### src/pmdd_consts.svh
// Constants for the panel monitor display and diagnosis block.
// How it works
// - Code 17 shows both resonance frequency bytes.
// - Code 15 shows inertia ratio, one decimal.
// - Code 18 shows encoder pulses from index.
// - Codes 19-21 show the three mapping values.
// - Codes 23-26 show monitor values one-four.
// - Decimal 16-bit: five digits, leading zeros.
// - Hex 16-bit: four digits, leftmost blank.
// - Decimal 32-bit: high/low halves, high dotted.
// - Hex 32-bit: h upper half, L lower.
// - Decimal negative lights two left points.
// - Editing uses the same number rendering.
// - Set on fault-history parameter shows entry.
// - Jog entry shows speed, default 20 r/min.
// - Second set shows jog symbol, runs jog.
// - Held up forward, held down reverse.
// - Jog motion only while servo on.
// - Command 406 enables forced output mode.
// - Mask bit 0 drives output one.
// - Forced mode lost at reset or 400.
// - Forced mask shown hex, fifth digit blank.
// - Input diagnosis shows inputs as hex bits.
// - Output diagnosis shows outputs as hex bits.
// - Power-up selector from stored parameter, symbol first.
`ifndef PMDD_CONSTS_SVH
`define PMDD_CONSTS_SVH
`define PMDD_CLK_NS        32'd10
`define PMDD_SYM_NS        32'd1000000000
`define PMDD_CODE_INERTIA  8'h0f
`define PMDD_CODE_RESON    8'h11
`define PMDD_CODE_ENCODER  8'h12
`define PMDD_CODE_MAP1     8'h13
`define PMDD_CODE_MAP2     8'h14
`define PMDD_CODE_MAP3     8'h15
`define PMDD_CODE_MON1     8'h17
`define PMDD_CODE_MON2     8'h18
`define PMDD_CODE_MON3     8'h19
`define PMDD_CODE_MON4     8'h1a
`define PMDD_CODE_MAX      8'h1a
`define PMDD_PSEL_FLT_LAST 8'h04
`define PMDD_PSEL_JOG      8'h05
`define PMDD_PSEL_MASK     8'h06
`define PMDD_CMD_FORCE     16'h0196
`define PMDD_CMD_NORMAL    16'h0190
`define PMDD_JOG_DEFAULT   16'h0014
`define PMDD_JOG_MAX       16'h1388
`define PMDD_DIAG_IN       2'h1
`define PMDD_DIAG_OUT      2'h2
`define PMDD_DIG_BLANK     5'h10
`define PMDD_DIG_H         5'h11
`define PMDD_DIG_L         5'h12
`define PMDD_HALF_DIGITS   5
`define PMDD_CONV_BITS     6'h20
`endif

### src/pmdd_pkg.sv
// Types shared by the panel monitor display and diagnosis block.
package pmdd_pkg;
  typedef enum logic [1:0] {
    PMDD_MON     = 2'b00,
    PMDD_FAULT   = 2'b01,
    PMDD_JOG_SPD = 2'b10,
    PMDD_JOG_RUN = 2'b11
  } pmdd_state_t;

  typedef struct packed {
    logic        busy;
    logic        done;
    logic [5:0]  cnt;
    logic [71:0] sh;
    logic [39:0] bcd;
  } pmdd_conv_t;

  typedef struct packed {
    logic [2:0]  set_s;
    logic [2:0]  up_s;
    logic [2:0]  dn_s;
    logic [2:0]  md_s;
    logic [4:0]  di_s1;
    logic [4:0]  di_s2;
    logic        init;
    logic        sym_on;
    logic [31:0] sym_cnt;
    logic [7:0]  msel;
    pmdd_state_t st;
    logic [15:0] jog_spd;
    logic        jog_sym;
    logic        fwd;
    logic        rev;
    logic        forced;
    logic [1:0]  mask;
    logic [1:0]  dout;
    logic [2:0]  fidx;
    logic        busy;
    logic        c_hex;
    logic        c_32;
    logic        c_high;
    logic        c_neg;
    logic        c_frac;
    logic [31:0] c_val;
    logic [24:0] dig;
    logic [4:0]  dp;
  } pmdd_regs_t;
endpackage

### src/pmdd_panel.sv
// Front-panel monitor display, fault view, jog and digital I/O diagnosis logic.
`timescale 1ns/10ps
`include "pmdd_consts.svh"
module pmdd_panel
  import pmdd_pkg::*;
#(
  parameter int unsigned SYMBOL_CYCLES = `PMDD_SYM_NS / `PMDD_CLK_NS
)(
  input  wire logic        clk_i,                  // System clock, 100 MHz.
  input  wire logic        reset_n_i,              // Synchronous reset, active low.
  input  wire logic        key_set_i,              // Set key pin, high while pressed.
  input  wire logic        key_up_i,               // Up key pin, high while pressed.
  input  wire logic        key_down_i,             // Down key pin, high while pressed.
  input  wire logic        key_mode_i,             // Mode key pin, leaves fault and jog views.
  input  wire logic [4:0]  input_line_i,           // Digital input pins one to five.
  input  wire logic        servo_on_i,             // Drive is in servo-on state.
  input  wire logic [1:0]  normal_do_i,            // Normal function values of outputs.
  input  wire logic [7:0]  monitor_select_param_i, // Stored monitor selector.
  input  wire logic        param_mode_i,           // Panel is in parameter mode.
  input  wire logic [7:0]  param_sel_i,            // Selected diagnosis parameter index.
  input  wire logic [1:0]  diag_mode_i,            // 1 input diagnosis, 2 output diagnosis.
  input  wire logic        edit_active_i,          // A parameter value is being edited.
  input  wire logic [31:0] edit_value_i,           // Value being edited.
  input  wire logic        edit_is32_i,            // Edited value is 32 bits.
  input  wire logic        edit_hex_i,             // Edited value is shown in hex.
  input  wire logic        view_hex_i,             // Live 32-bit values shown in hex.
  input  wire logic        view_high_i,            // Show high half of 32-bit values.
  input  wire logic        cmd_wr_i,               // Special command write strobe.
  input  wire logic [15:0] cmd_value_i,            // Special command value.
  input  wire logic        mask_wr_i,              // Forced output mask write strobe.
  input  wire logic [15:0] mask_value_i,           // Forced output mask value.
  input  wire logic [15:0] fault_record_i,         // Stored fault entry at fault_index_o.
  input  wire logic [7:0]  resonance_one_i,        // First resonance, Hz.
  input  wire logic [7:0]  resonance_two_i,        // Second resonance, Hz.
  input  wire logic [15:0] inertia_x10_i,          // Inertia ratio times ten.
  input  wire logic [31:0] encoder_index_pulse_i,  // Signed pulses from index.
  input  wire logic [31:0] mapping_value_one_i,    // Mapping value one.
  input  wire logic [31:0] mapping_value_two_i,    // Mapping value two.
  input  wire logic [31:0] mapping_value_three_i,  // Mapping value three.
  input  wire logic [31:0] monitor_value_one_i,    // Monitor variable one.
  input  wire logic [31:0] monitor_value_two_i,    // Monitor variable two.
  input  wire logic [31:0] monitor_value_three_i,  // Monitor variable three.
  input  wire logic [31:0] monitor_value_four_i,   // Monitor variable four.
  input  wire logic [31:0] misc_value_i,           // Value for any other selector code.
  output logic      [24:0] disp_digit_o,           // Five 5-bit digit codes, digit 0 right.
  output logic      [4:0]  disp_dp_o,              // Decimal points, bit 0 right.
  output logic             symbol_active_o,        // Selector symbol is being shown.
  output logic      [7:0]  monitor_sel_o,          // Current monitor selector.
  output logic      [2:0]  fault_index_o,          // Fault entry being viewed.
  output logic             jog_symbol_o,           // Jog symbol is shown.
  output logic      [15:0] jog_speed_o,            // Jog speed, r/min.
  output logic             jog_fwd_o,              // Drive motor forward.
  output logic             jog_rev_o,              // Drive motor in reverse.
  output logic             forced_mode_o,          // Forced output mode active.
  output logic      [1:0]  output_line_o           // Digital outputs one and two.
);
  pmdd_regs_t  r;
  pmdd_regs_t  n;
  logic        set_e;
  logic        up_e;
  logic        dn_e;
  logic        md_e;
  logic        conv_done;
  logic [39:0] bcd;
  logic [31:0] src_val;
  logic [31:0] mag;
  logic        src_hex;
  logic        src_32;
  logic        src_high;
  logic        src_sgn;
  logic        src_frac;
  logic        neg;
  logic [2:0]  base;

  pmdd_bin2bcd u_conv (
    .clk_i     (clk_i),
    .reset_n_i (reset_n_i),
    .start_i   (!r.busy),
    .bin_i     (mag),
    .busy_o    (),
    .done_o    (conv_done),
    .bcd_o     (bcd)
  );

  always_comb begin
    n = r;
    n.set_s = {r.set_s[1:0], key_set_i};
    n.up_s  = {r.up_s[1:0], key_up_i};
    n.dn_s  = {r.dn_s[1:0], key_down_i};
    n.md_s  = {r.md_s[1:0], key_mode_i};
    n.di_s1 = input_line_i;
    n.di_s2 = r.di_s1;
    set_e = r.set_s[1] & ~r.set_s[2];
    up_e  = r.up_s[1] & ~r.up_s[2];
    dn_e  = r.dn_s[1] & ~r.dn_s[2];
    md_e  = r.md_s[1] & ~r.md_s[2];

    // The stored selector is caught on the first cycle after reset, then its symbol stays up for SYMBOL_CYCLES cycles.
    if (!r.init) begin
      n.init    = 1'b1;
      n.msel    = monitor_select_param_i;
      n.sym_on  = 1'b1;
      n.sym_cnt = SYMBOL_CYCLES;
    end else if (r.sym_on) begin
      n.sym_cnt = r.sym_cnt - 32'h1;
      if (r.sym_cnt <= 32'h1) begin
        n.sym_on = 1'b0;
      end
    end

    // Forced mode lives only in a flip-flop, so reset clears it.
    if (cmd_wr_i && cmd_value_i == `PMDD_CMD_FORCE) begin
      n.forced = 1'b1;
    end else if (cmd_wr_i && cmd_value_i == `PMDD_CMD_NORMAL) begin
      n.forced = 1'b0;
    end
    if (mask_wr_i) begin
      n.mask = mask_value_i[1:0];
    end
    n.dout = r.forced ? r.mask : normal_do_i;

    n.fwd = 1'b0;
    n.rev = 1'b0;
    case (r.st)
      PMDD_MON: begin
        if (param_mode_i && set_e) begin
          if (param_sel_i <= `PMDD_PSEL_FLT_LAST) begin
            n.st   = PMDD_FAULT;
            n.fidx = param_sel_i[2:0];
          end else if (param_sel_i == `PMDD_PSEL_JOG) begin
            n.st = PMDD_JOG_SPD;
          end
        end else if (!param_mode_i && !edit_active_i && !r.sym_on) begin
          if (up_e && r.msel < `PMDD_CODE_MAX) begin
            n.msel = r.msel + 8'h1;
          end else if (dn_e && r.msel != 8'h0) begin
            n.msel = r.msel - 8'h1;
          end
        end
      end
      PMDD_FAULT: begin
        if (set_e || md_e) begin
          n.st = PMDD_MON;
        end
      end
      PMDD_JOG_SPD: begin
        if (md_e) begin
          n.st = PMDD_MON;
        end else if (set_e) begin
          n.st      = PMDD_JOG_RUN;
          n.jog_sym = 1'b1;
        end else if (up_e && r.jog_spd < `PMDD_JOG_MAX) begin
          n.jog_spd = r.jog_spd + 16'h1;
        end else if (dn_e && r.jog_spd != 16'h0) begin
          n.jog_spd = r.jog_spd - 16'h1;
        end
      end
      PMDD_JOG_RUN: begin
        if (set_e || md_e) begin
          n.st      = PMDD_MON;
          n.jog_sym = 1'b0;
        end else begin
          // Both keys held cancel each other rather than pick a direction.
          n.fwd = r.up_s[1] & ~r.dn_s[1] & servo_on_i;
          n.rev = r.dn_s[1] & ~r.up_s[1] & servo_on_i;
        end
      end
      default: begin
        n.st = PMDD_MON;
      end
    endcase

    // Pick what the digits show; the formats below are shared by every source.
    src_val  = misc_value_i;
    src_hex  = view_hex_i;
    src_32   = 1'b1;
    src_high = view_high_i;
    src_sgn  = 1'b1;
    src_frac = 1'b0;
    if (edit_active_i) begin
      src_val  = edit_value_i;
      src_hex  = edit_hex_i;
      src_32   = edit_is32_i;
    end else if (r.st == PMDD_FAULT) begin
      src_val = {16'h0, fault_record_i};
      src_hex = 1'b1;
      src_32  = 1'b0;
    end else if (param_mode_i && param_sel_i == `PMDD_PSEL_MASK) begin
      src_val = {30'h0, r.mask};
      src_hex = 1'b1;
      src_32  = 1'b0;
    end else if (r.st == PMDD_JOG_SPD) begin
      src_val = {16'h0, r.jog_spd};
      src_hex = 1'b0;
      src_32  = 1'b0;
      src_sgn = 1'b0;
    end else if (diag_mode_i == `PMDD_DIAG_IN) begin
      src_val = {27'h0, r.di_s2};
      src_hex = 1'b1;
      src_32  = 1'b0;
    end else if (diag_mode_i == `PMDD_DIAG_OUT) begin
      src_val = {30'h0, r.dout};
      src_hex = 1'b1;
      src_32  = 1'b0;
    end else begin
      case (r.msel)
        `PMDD_CODE_INERTIA: begin
          src_val  = {16'h0, inertia_x10_i};
          src_hex  = 1'b0;
          src_32   = 1'b0;
          src_sgn  = 1'b0;
          src_frac = 1'b1;
        end
        `PMDD_CODE_RESON: begin
          src_val = {16'h0, resonance_two_i, resonance_one_i};
          src_hex = 1'b1;
          src_32  = 1'b0;
        end
        `PMDD_CODE_ENCODER: src_val = encoder_index_pulse_i;
        `PMDD_CODE_MAP1:    src_val = mapping_value_one_i;
        `PMDD_CODE_MAP2:    src_val = mapping_value_two_i;
        `PMDD_CODE_MAP3:    src_val = mapping_value_three_i;
        `PMDD_CODE_MON1:    src_val = monitor_value_one_i;
        `PMDD_CODE_MON2:    src_val = monitor_value_two_i;
        `PMDD_CODE_MON3:    src_val = monitor_value_three_i;
        `PMDD_CODE_MON4:    src_val = monitor_value_four_i;
        default:            src_val = misc_value_i;
      endcase
    end
    neg = src_sgn & ~src_hex & (src_32 ? src_val[31] : src_val[15]);
    if (src_32) begin
      mag = neg ? 32'(-src_val) : src_val;
    end else begin
      mag = neg ? {16'h0, 16'(-src_val[15:0])} : {16'h0, src_val[15:0]};
    end

    // A new value is captured whenever the converter is free, so the view refreshes continuously.
    base = (r.c_32 && r.c_high) ? 3'(`PMDD_HALF_DIGITS) : 3'h0;
    if (!r.busy) begin
      n.busy   = 1'b1;
      n.c_val  = src_val;
      n.c_hex  = src_hex;
      n.c_32   = src_32;
      n.c_high = src_high;
      n.c_neg  = neg;
      n.c_frac = src_frac;
    end else if (conv_done) begin
      n.busy = 1'b0;
      if (r.c_hex) begin
        n.dp = 5'h0;
        if (!r.c_32) begin
          n.dig = {`PMDD_DIG_BLANK, 1'b0, r.c_val[15:12], 1'b0, r.c_val[11:8],
                   1'b0, r.c_val[7:4], 1'b0, r.c_val[3:0]};
        end else if (r.c_high) begin
          n.dig = {`PMDD_DIG_H, 1'b0, r.c_val[31:28], 1'b0, r.c_val[27:24],
                   1'b0, r.c_val[23:20], 1'b0, r.c_val[19:16]};
        end else begin
          n.dig = {`PMDD_DIG_L, 1'b0, r.c_val[15:12], 1'b0, r.c_val[11:8],
                   1'b0, r.c_val[7:4], 1'b0, r.c_val[3:0]};
        end
      end else begin
        for (int i = 0; i < `PMDD_HALF_DIGITS; i++) begin
          n.dig[5 * i +: 5] = {1'b0, bcd[4 * (32'(base) + i) +: 4]};
        end
        n.dp = {r.c_neg, r.c_neg, 1'b0, r.c_frac, r.c_32 & r.c_high};
      end
    end
  end

  always_ff @(posedge clk_i) begin
    if (!reset_n_i) begin
      r         <= '0;
      r.st      <= PMDD_MON;
      r.jog_spd <= `PMDD_JOG_DEFAULT;
      r.dig     <= {5{`PMDD_DIG_BLANK}};
    end else begin
      r <= n;
    end
  end

  assign disp_digit_o    = r.dig;
  assign disp_dp_o       = r.dp;
  assign symbol_active_o = r.sym_on;
  assign monitor_sel_o   = r.msel;
  assign fault_index_o   = r.fidx;
  assign jog_symbol_o    = r.jog_sym;
  assign jog_speed_o     = r.jog_spd;
  assign jog_fwd_o       = r.fwd;
  assign jog_rev_o       = r.rev;
  assign forced_mode_o   = r.forced;
  assign output_line_o   = r.dout;
endmodule

### src/pmdd_bin2bcd.sv
// Serial binary to ten-digit BCD converter, one bit per clock.
`timescale 1ns/10ps
`include "pmdd_consts.svh"
module pmdd_bin2bcd
  import pmdd_pkg::*;
(
  input  wire logic        clk_i,      // System clock.
  input  wire logic        reset_n_i,  // Synchronous reset, active low.
  input  wire logic        start_i,    // Starts a conversion when idle.
  input  wire logic [31:0] bin_i,      // Unsigned value to convert.
  output logic             busy_o,     // Conversion in progress.
  output logic             done_o,     // One-cycle pulse, result valid.
  output logic      [39:0] bcd_o       // Ten BCD digits, digit 0 lowest.
);
  pmdd_conv_t r;
  pmdd_conv_t n;
  logic [71:0] t;

  always_comb begin
    n = r;
    t = r.sh;
    n.done = 1'b0;
    if (!r.busy) begin
      if (start_i) begin
        n.busy = 1'b1;
        n.sh   = {40'h0, bin_i};
        n.cnt  = `PMDD_CONV_BITS;
      end
    end else begin
      // Shift-and-add-three keeps every nibble a legal decimal digit.
      for (int i = 0; i < 10; i++) begin
        if (t[32 + 4 * i +: 4] >= 4'h5) begin
          t[32 + 4 * i +: 4] = t[32 + 4 * i +: 4] + 4'h3;
        end
      end
      t = {t[70:0], 1'b0};
      n.sh  = t;
      n.cnt = r.cnt - 6'h1;
      if (r.cnt == 6'h1) begin
        n.busy = 1'b0;
        n.done = 1'b1;
        n.bcd  = t[71:32];
      end
    end
  end

  always_ff @(posedge clk_i) begin
    if (!reset_n_i) begin
      r <= '0;
    end else begin
      r <= n;
    end
  end

  assign busy_o = r.busy;
  assign done_o = r.done;
  assign bcd_o  = r.bcd;
endmodule

### config.mk
export PLATFORM = sky130hd
export DESIGN_NAME = pmdd_panel
export DESIGN_NICKNAME = d
export VERILOG_FILES = /design/src/pmdd_pkg.sv /design/src/pmdd_panel.sv /design/src/pmdd_bin2bcd.sv
export VERILOG_INCLUDE_DIRS = /design/src
export SDC_FILE = /design/constraint.sdc
export NUM_CORES = 1
export LEC_CHECK = 0
export ABC_AREA = 1
export BUFFER_PORTS_ARGS = -buffer_cell sky130_fd_sc_hd__buf_2
export CORE_UTILIZATION = 49
export DETAILED_ROUTE_END_ITERATION = 6
export PLACE_DENSITY = 0.75
export REMOVE_ABC_BUFFERS = 1
export SETUP_SLACK_MARGIN = 0.3
export SLEW_MARGIN = 0
export SYNTH_ARGS = -nofsm -noshare
export SYNTH_HDL_FRONTEND = slang
export SYNTH_HIERARCHICAL = 1
export SYNTH_SLANG_ARGS = --single-unit
### constraint.sdc
create_clock -name clk_i -period 3.5 [get_ports clk_i]
set_input_delay 0.7 -clock clk_i [delete_from_list [all_inputs] [get_ports clk_i]]
set_output_delay 0.7 -clock clk_i [all_outputs]
set_load 0.05 [all_outputs]
# [Yosys cells after proc, flatten, opt, wreduce, memory -nomap -nowiden]
# Cells that the tools add are included.
[word_totals] output_inout_bits=64 wordCells=257 inputBits=440 register_bits=281
[op_classes] addsub=22 mux=97 magnitude_cmp=14 shifts=5 n_eq_ne=29 reduce_logical=33 n_bitwise=22
[op_table] op="32-bit case mux with 10 select lines" count=1
[op_table] op="32-bit 2-to-1 mux" count=8
[op_table] op="40-bit by 7-bit variable part select with 4-bit output" count=4
[op_table] op="78-bit 2-to-1 mux" count=2
[op_table] op="139-bit 2-to-1 mux" count=1
[op_table] op="30-bit 2-to-1 mux" count=3
[op_table] op="16-bit 2-to-1 mux" count=5
[op_table] op="8-bit by 5-bit equality test with 1-bit output, second input constant" count=9
[op_table] op="33-bit 2-to-1 mux" count=2
[op_table] op="8-bit 2-to-1 mux" count=6
[op_table] op="22-bit 2-to-1 mux" count=2
[op_table] op="4-bit by 3-bit greater-or-equal comparator with 1-bit output, second input constant" count=10
[op_table] op="40-bit by 6-bit variable part select with 4-bit output" count=1
[op_table] op="1-bit 2-to-1 mux" count=37
[op_table] op="37-bit 2-to-1 mux" count=1
[op_table] op="4-bit by 2-bit adder with 4-bit output, second input constant" count=9
[op_table] op="4-bit 2-to-1 mux" count=9
[op_table] op="16-bit by 9-bit equality test with 1-bit output, second input constant" count=2
[op_table] op="32-bit by 1-bit less-or-equal comparator with 1-bit output, second input constant" count=1
[op_table] op="32-bit negator" count=1
[op_table] op="32-bit by 1-bit subtractor with 32-bit output, second input constant" count=1
[op_table] op="2-bit 2-to-1 mux" count=11
[op_table] op="17-bit 2-to-1 mux" count=1
[op_table] op="16-bit by 1-bit adder with 16-bit output, second input constant" count=1
[op_table] op="other kinds (37)" count=94

# [Logic depth before layout (Yosys ltp)]
[logic_depth] depth_word=15 mapped_depth=35 ltp_nobuf=34

# [Hierarchy]
# The synthesis kept the hierarchy.
[modules_own_cells] mod="pmdd_panel" cells_per_inst=2182 area_each_um2=12813.5 instances=1 seq_area_each_um2=3123.0
[modules_own_cells] mod="pmdd_bin2bcd" cells_per_inst=857 area_each_um2=5987.0 instances=1 seq_area_each_um2=2402.3

# [Least setup slack after synthesis]
# OpenSTA, ideal clock, no wires.
[synth_timing] path_type="flip-flop to flip-flop" startpoint="reg r (netlist bit jog_speed_o[3])" endpoint="reg r (netlist bit jog_speed_o[13])" slack_ns=0.205 setup_ns=0.128 arrival_ns=3.167 required_ns=3.372 stages_incl_launch_ff=20 synth_period_minus_slack_ns=3.295 path_buffers=0 cell_sequence="dfxtp_1 > nor4_1 > nor4_1 > o21ai_0 > nand3_1 > ha_1 > nand2_1 > nor2_1 > a211oi_1 > o21ai_0 > nand2_1 > nand2_1 > nand2_1 > nand2_1 > nand2_1 > nand2_1 > a21boi_0 > o21ai_0 > xor2_1 > a21oi_1"
[synth_between] elab_chain_cells=4 word_cells_on_any_way=10 cone_classes="add/sub (2); order compare (1); mux (2); reduce/logical (5)"
[synth_lines] element="start, declared" line_no="pmdd_panel.sv:57" text="pmdd_regs_t r;"
[synth_lines] element="start signal, assigned" line_no="pmdd_panel.sv:277" text="r <= n;"
[synth_lines] element="16-bit by 13-bit < comparator with 1-bit output (no source line) / 16-bit nonzero test (equally long branches)"
[synth_lines] element="1-bit logical AND (on tied branches)"
[synth_lines] element="2-bit nonzero test (no source line)"
[synth_lines] element="4-bit AND reduction (no source line)"
# Several ways; a longest one is shown, not always the timed one. The select of a mux whose other input is x is not followed.
# A chain may end at the register's enable or synchronous reset.

# [Final worst setup path]
[layout_timing] startpoint="reg r (netlist bit monitor_sel_o[0])" endpoint="reg u_conv/r[61] (netlist bit)"
[layout_between] elab_chain_cells=15 word_cells_on_any_way=48 cone_classes="add/sub (1); eq/ne (10); mux (33); bitwise (3); reduce/logical (1)"
[layout_lines] element="parallel branches: the longest is 12 deep, another holds 32-bit negator"
[layout_lines] element="32-bit 2-to-1 mux *" line_no="pmdd_panel.sv:231" text="if (src_32) begin"
[layout_lines] element="via mag[21]" line_no="pmdd_panel.sv:66" text="logic [31:0] mag;"
[layout_lines] element="78-bit 2-to-1 mux *" line_no="pmdd_bin2bcd.sv:24" text="if (start_i) begin"
[layout_lines] element="78-bit 2-to-1 mux *" line_no="pmdd_bin2bcd.sv:23" text="if (!r.busy) begin"
[layout_lines] element="end signal, assigned" line_no="pmdd_bin2bcd.sv:51" text="r <= n;"
[layout_lines] element="end, declared" line_no="pmdd_bin2bcd.sv:15" text="pmdd_conv_t r;"
# Mark *: on every way through the listed nets, which the timed path passes. The select of a mux whose other input is x is not followed.

==> results.tsv <==
metric	value	unit
Max Clk Rate	0.295	GHz
largest net degree at the start of global routing	94	
cells after synthesis	3039	
Die ar.	0.0392	mm2
Root Buffer	clkbuf_16	
flops & latches, synth	276	
Clock Pin Slew Worst Setup and Hold Paths	0.06	ns
CORE AREA	0.0378	mm2
Post-route DRC	0	
commonest non-fill, non-tap cells in the layout	nand2_1, buf_2, inv_1, dfxtp_1, nand3_1	
final hold violations	0	
Hold/Removal Path Class	in2reg	
clock sink total	276	
share of cells above drive strength 1	0.295	
kind of critical path	reg2reg	
Critical Path Start Type	register	
Leak	12.4	nW
Power Dens Cells	349	mW/mm2
Post-DP HPWL	59200	um
cell taking the most area after synthesis	dfxtp_1	
CTS Hold Buffers Added	0	
Reg2Reg Depth	25	
reg-to-reg endpoint	u_conv/r[61]	
Layout fillers	3541	
r2r setup slk	0.11	ns
Post-DRT Antenna Nets	0	
WL/cell	18.8	um
Synth Cell Area	0.0188	mm2
CTS H-tree depth	1	
Die W	198	um
initial antenna violation count	7	
DR iter-0 viols	1842	
worst path bufs/invs	5	
Setup TNS	0	ns
Reg-to-Reg Start	monitor_sel_o[0]	
Syn Area/Cell	6.19	um2
slowest CP cell	dfxtp_4	
Layout area overhead	30.3	%
vias per std cell	5.49	
register area share after synthesis	0.294	
number of max-cap violations	0	
num rows	71	
vias in the first global route	20500	
maximum VDD drop	492	uV
count of pins over their slew limit	0	
Netlist cell types	58	
Total Routing Usage GR	0.372	
Port Buffers	488	
Ports	504	
Total Nets Final	4044	
die height	198	um
clk buf depth	3	
first-pass GRT wire length	113000	um
post-layout minimum cycle time	3.39	ns
Top FF cell, synth	dfxtp_1	
multi-input logic area	0.0115	mm2
Critical Path RT	4.00	ns
Post-Route WL	77000	um
pre-CTS setup slack	-0.156	ns
worst hold slack	0.281	ns
GR Overflow Total	0	
Setup crit end kind	register	
first drt pass iteration count	7	
Via Count	22500	
status	completed	
CP startpoint	monitor_sel_o[0]	
setup ws final	0.114	ns
synth top area cells	dfxtp_1, nand2_1, nand3_1	
FFs w/ async S/R, synth	0	
Syn. warnings	6	
most common cell after layout, fill and taps aside	nand2_1	
WHS Endpoint	n[140]	
Starting Density	0.498	
worst clock skew	0.0495	ns
relative slew slack	0.317	
hold path depth	3	
largest fanout on the critical path	7	
crit-path max cell delay	0.37	ns
register area	0.00556	mm2
most used cell, CP	nand2_1	
Slew @ Worst Pin	1.02	ns
CP delay by family, top	simple AND/OR/NAND/NOR gates	
placer congestion estimate	1.00	
TritonCTS Buffers	30	
clk_lat worst skew	0.60	ns
Synth top area share	0.294	
Final Setup Violations	0	
RSZ-0062 raised after global routing	yes	
Critical Path AT	3.89	ns
final worst-path cycle share	0.968	
TritonCTS clock tree	done	
HP Start	input_line_i[1]	
Post-synth EDFFs	0	
[where the power goes]
group | internal, mW | switching [mW] | total [mW]
Combinational | 0.776 | 1.17 | 1.94
Clock | 1.90 | 1.36 | 3.26
Sequential | 3.25 | 0.0893 | 3.34
[metal layers]
layer / part of all wire / up-vias / GRT usage
li1: - / 10800 / -
met1: 0.40 / 10500 / 0.461
met2: 0.47 / 1026 / 0.628
met3: 0.073 / 175 / 0.0426
met4: 0.056 / 2 / 0.202
met5: 0.00017 / - / 0
[through the flow]
stage	instances	total power, mW	util	instance area, um2
3_3_place_gp	3980	5.04	0.581	21900
4_1_cts	4056	8.37	0.626	23600
3_5_place_dp	3980	5.06	0.581	21900
2_1_floorplan	2803	4.22	-	17400
5_1_grt	4098	8.87	0.649	24500
6_report	4099	8.54	0.649	24500
[Yosys cell counts, types with 9 or more instances]
| cell | instances |
|---|---|
| o21ai_1 | 19 |
| nor2_2 | 11 |
| a211oi_1 | 9 |
| or2_2 | 17 |
| ha_1 | 44 |
| nand4_1 | 66 |
| nor4_1 | 11 |
| a22oi_1 | 12 |
| a22o_1 | 20 |
| inv_2 | 13 |
| o211ai_1 | 22 |
| buf_1 | 11 |
| nand2_2 | 11 |
| clkbuf_1 | 70 |
| o21ai_2 | 12 |
| o22ai_1 | 14 |
| a21oi_1 | 192 |
| o21ai_0 | 170 |
| inv_1 | 340 |
| nor3_1 | 33 |
| buf_2 | 43 |
| xor2_1 | 24 |
| buf_4 | 106 |
| nand2_1 | 847 |
| dfxtp_1 | 276 |
| xnor2_1 | 15 |
| nand3_1 | 277 |
| nor2_1 | 288 |
[what timing repair did]
action	4_1_cts	5_1_grt
resized for setup	144	159
pin swaps	54	98
endpoints found under the setup margin	36	36
buffers inserted	22	36
cloned	0	0
[worst max-delay path by stage]
stage	end	depth (start not counted)
CTS	u_conv/r[66]	34
floorplan	u_conv/r[59]	23
detailed placement	u_conv/r[61]	24
global route	u_conv/r[61]	25
global placement	u_conv/r[70]	27
finish	u_conv/r[61]	25
[sequential cells by signal, summed over array words and instances, names as in the netlist, 2 cells and up]
register / cells
u_conv/r: 78
fault_index_o: 3
disp_digit_o: 22
monitor_sel_o: 8
n: 13
jog_speed_o: 16
u_conv/bcd_o: 40
r: 84
disp_dp_o: 3
output_line_o: 2
[kinds of logic (layout without fill, tap and decap cells)]
kind of cell,Yosys count,count (layout),share of synthesized area
flops,276,276,0.294
buf+inv,591,1133,0.144
fa+ha+maj,45,45,0.0303
other cells,1,8,0.000199
compound gates,506,506,0.154
xor+xnor,39,39,0.0182
simple gates,1581,1581,0.359
[layout make-up]
| cell class | instances | share of cell area |
|---|---|---|
| Tap cell | 511 | 0.0261 |
| Clock inverter | 10 | 0.00572 |
| Antenna cell | 7 | 0.000715 |
| Clock buffer | 44 | 0.0361 |
| Timing Repair Buffer | 724 | 0.181 |
| Sequential cell | 276 | 0.227 |
| Multi-Input combinational cell | 2172 | 0.468 |
| Inverter | 355 | 0.0551 |
[worst min-delay path, cell delays in order]
cell,delay (ns)
buf_2,0.07
nand2_1,0.04
inv_1,0.04
(Power assumes the default switching activity.)
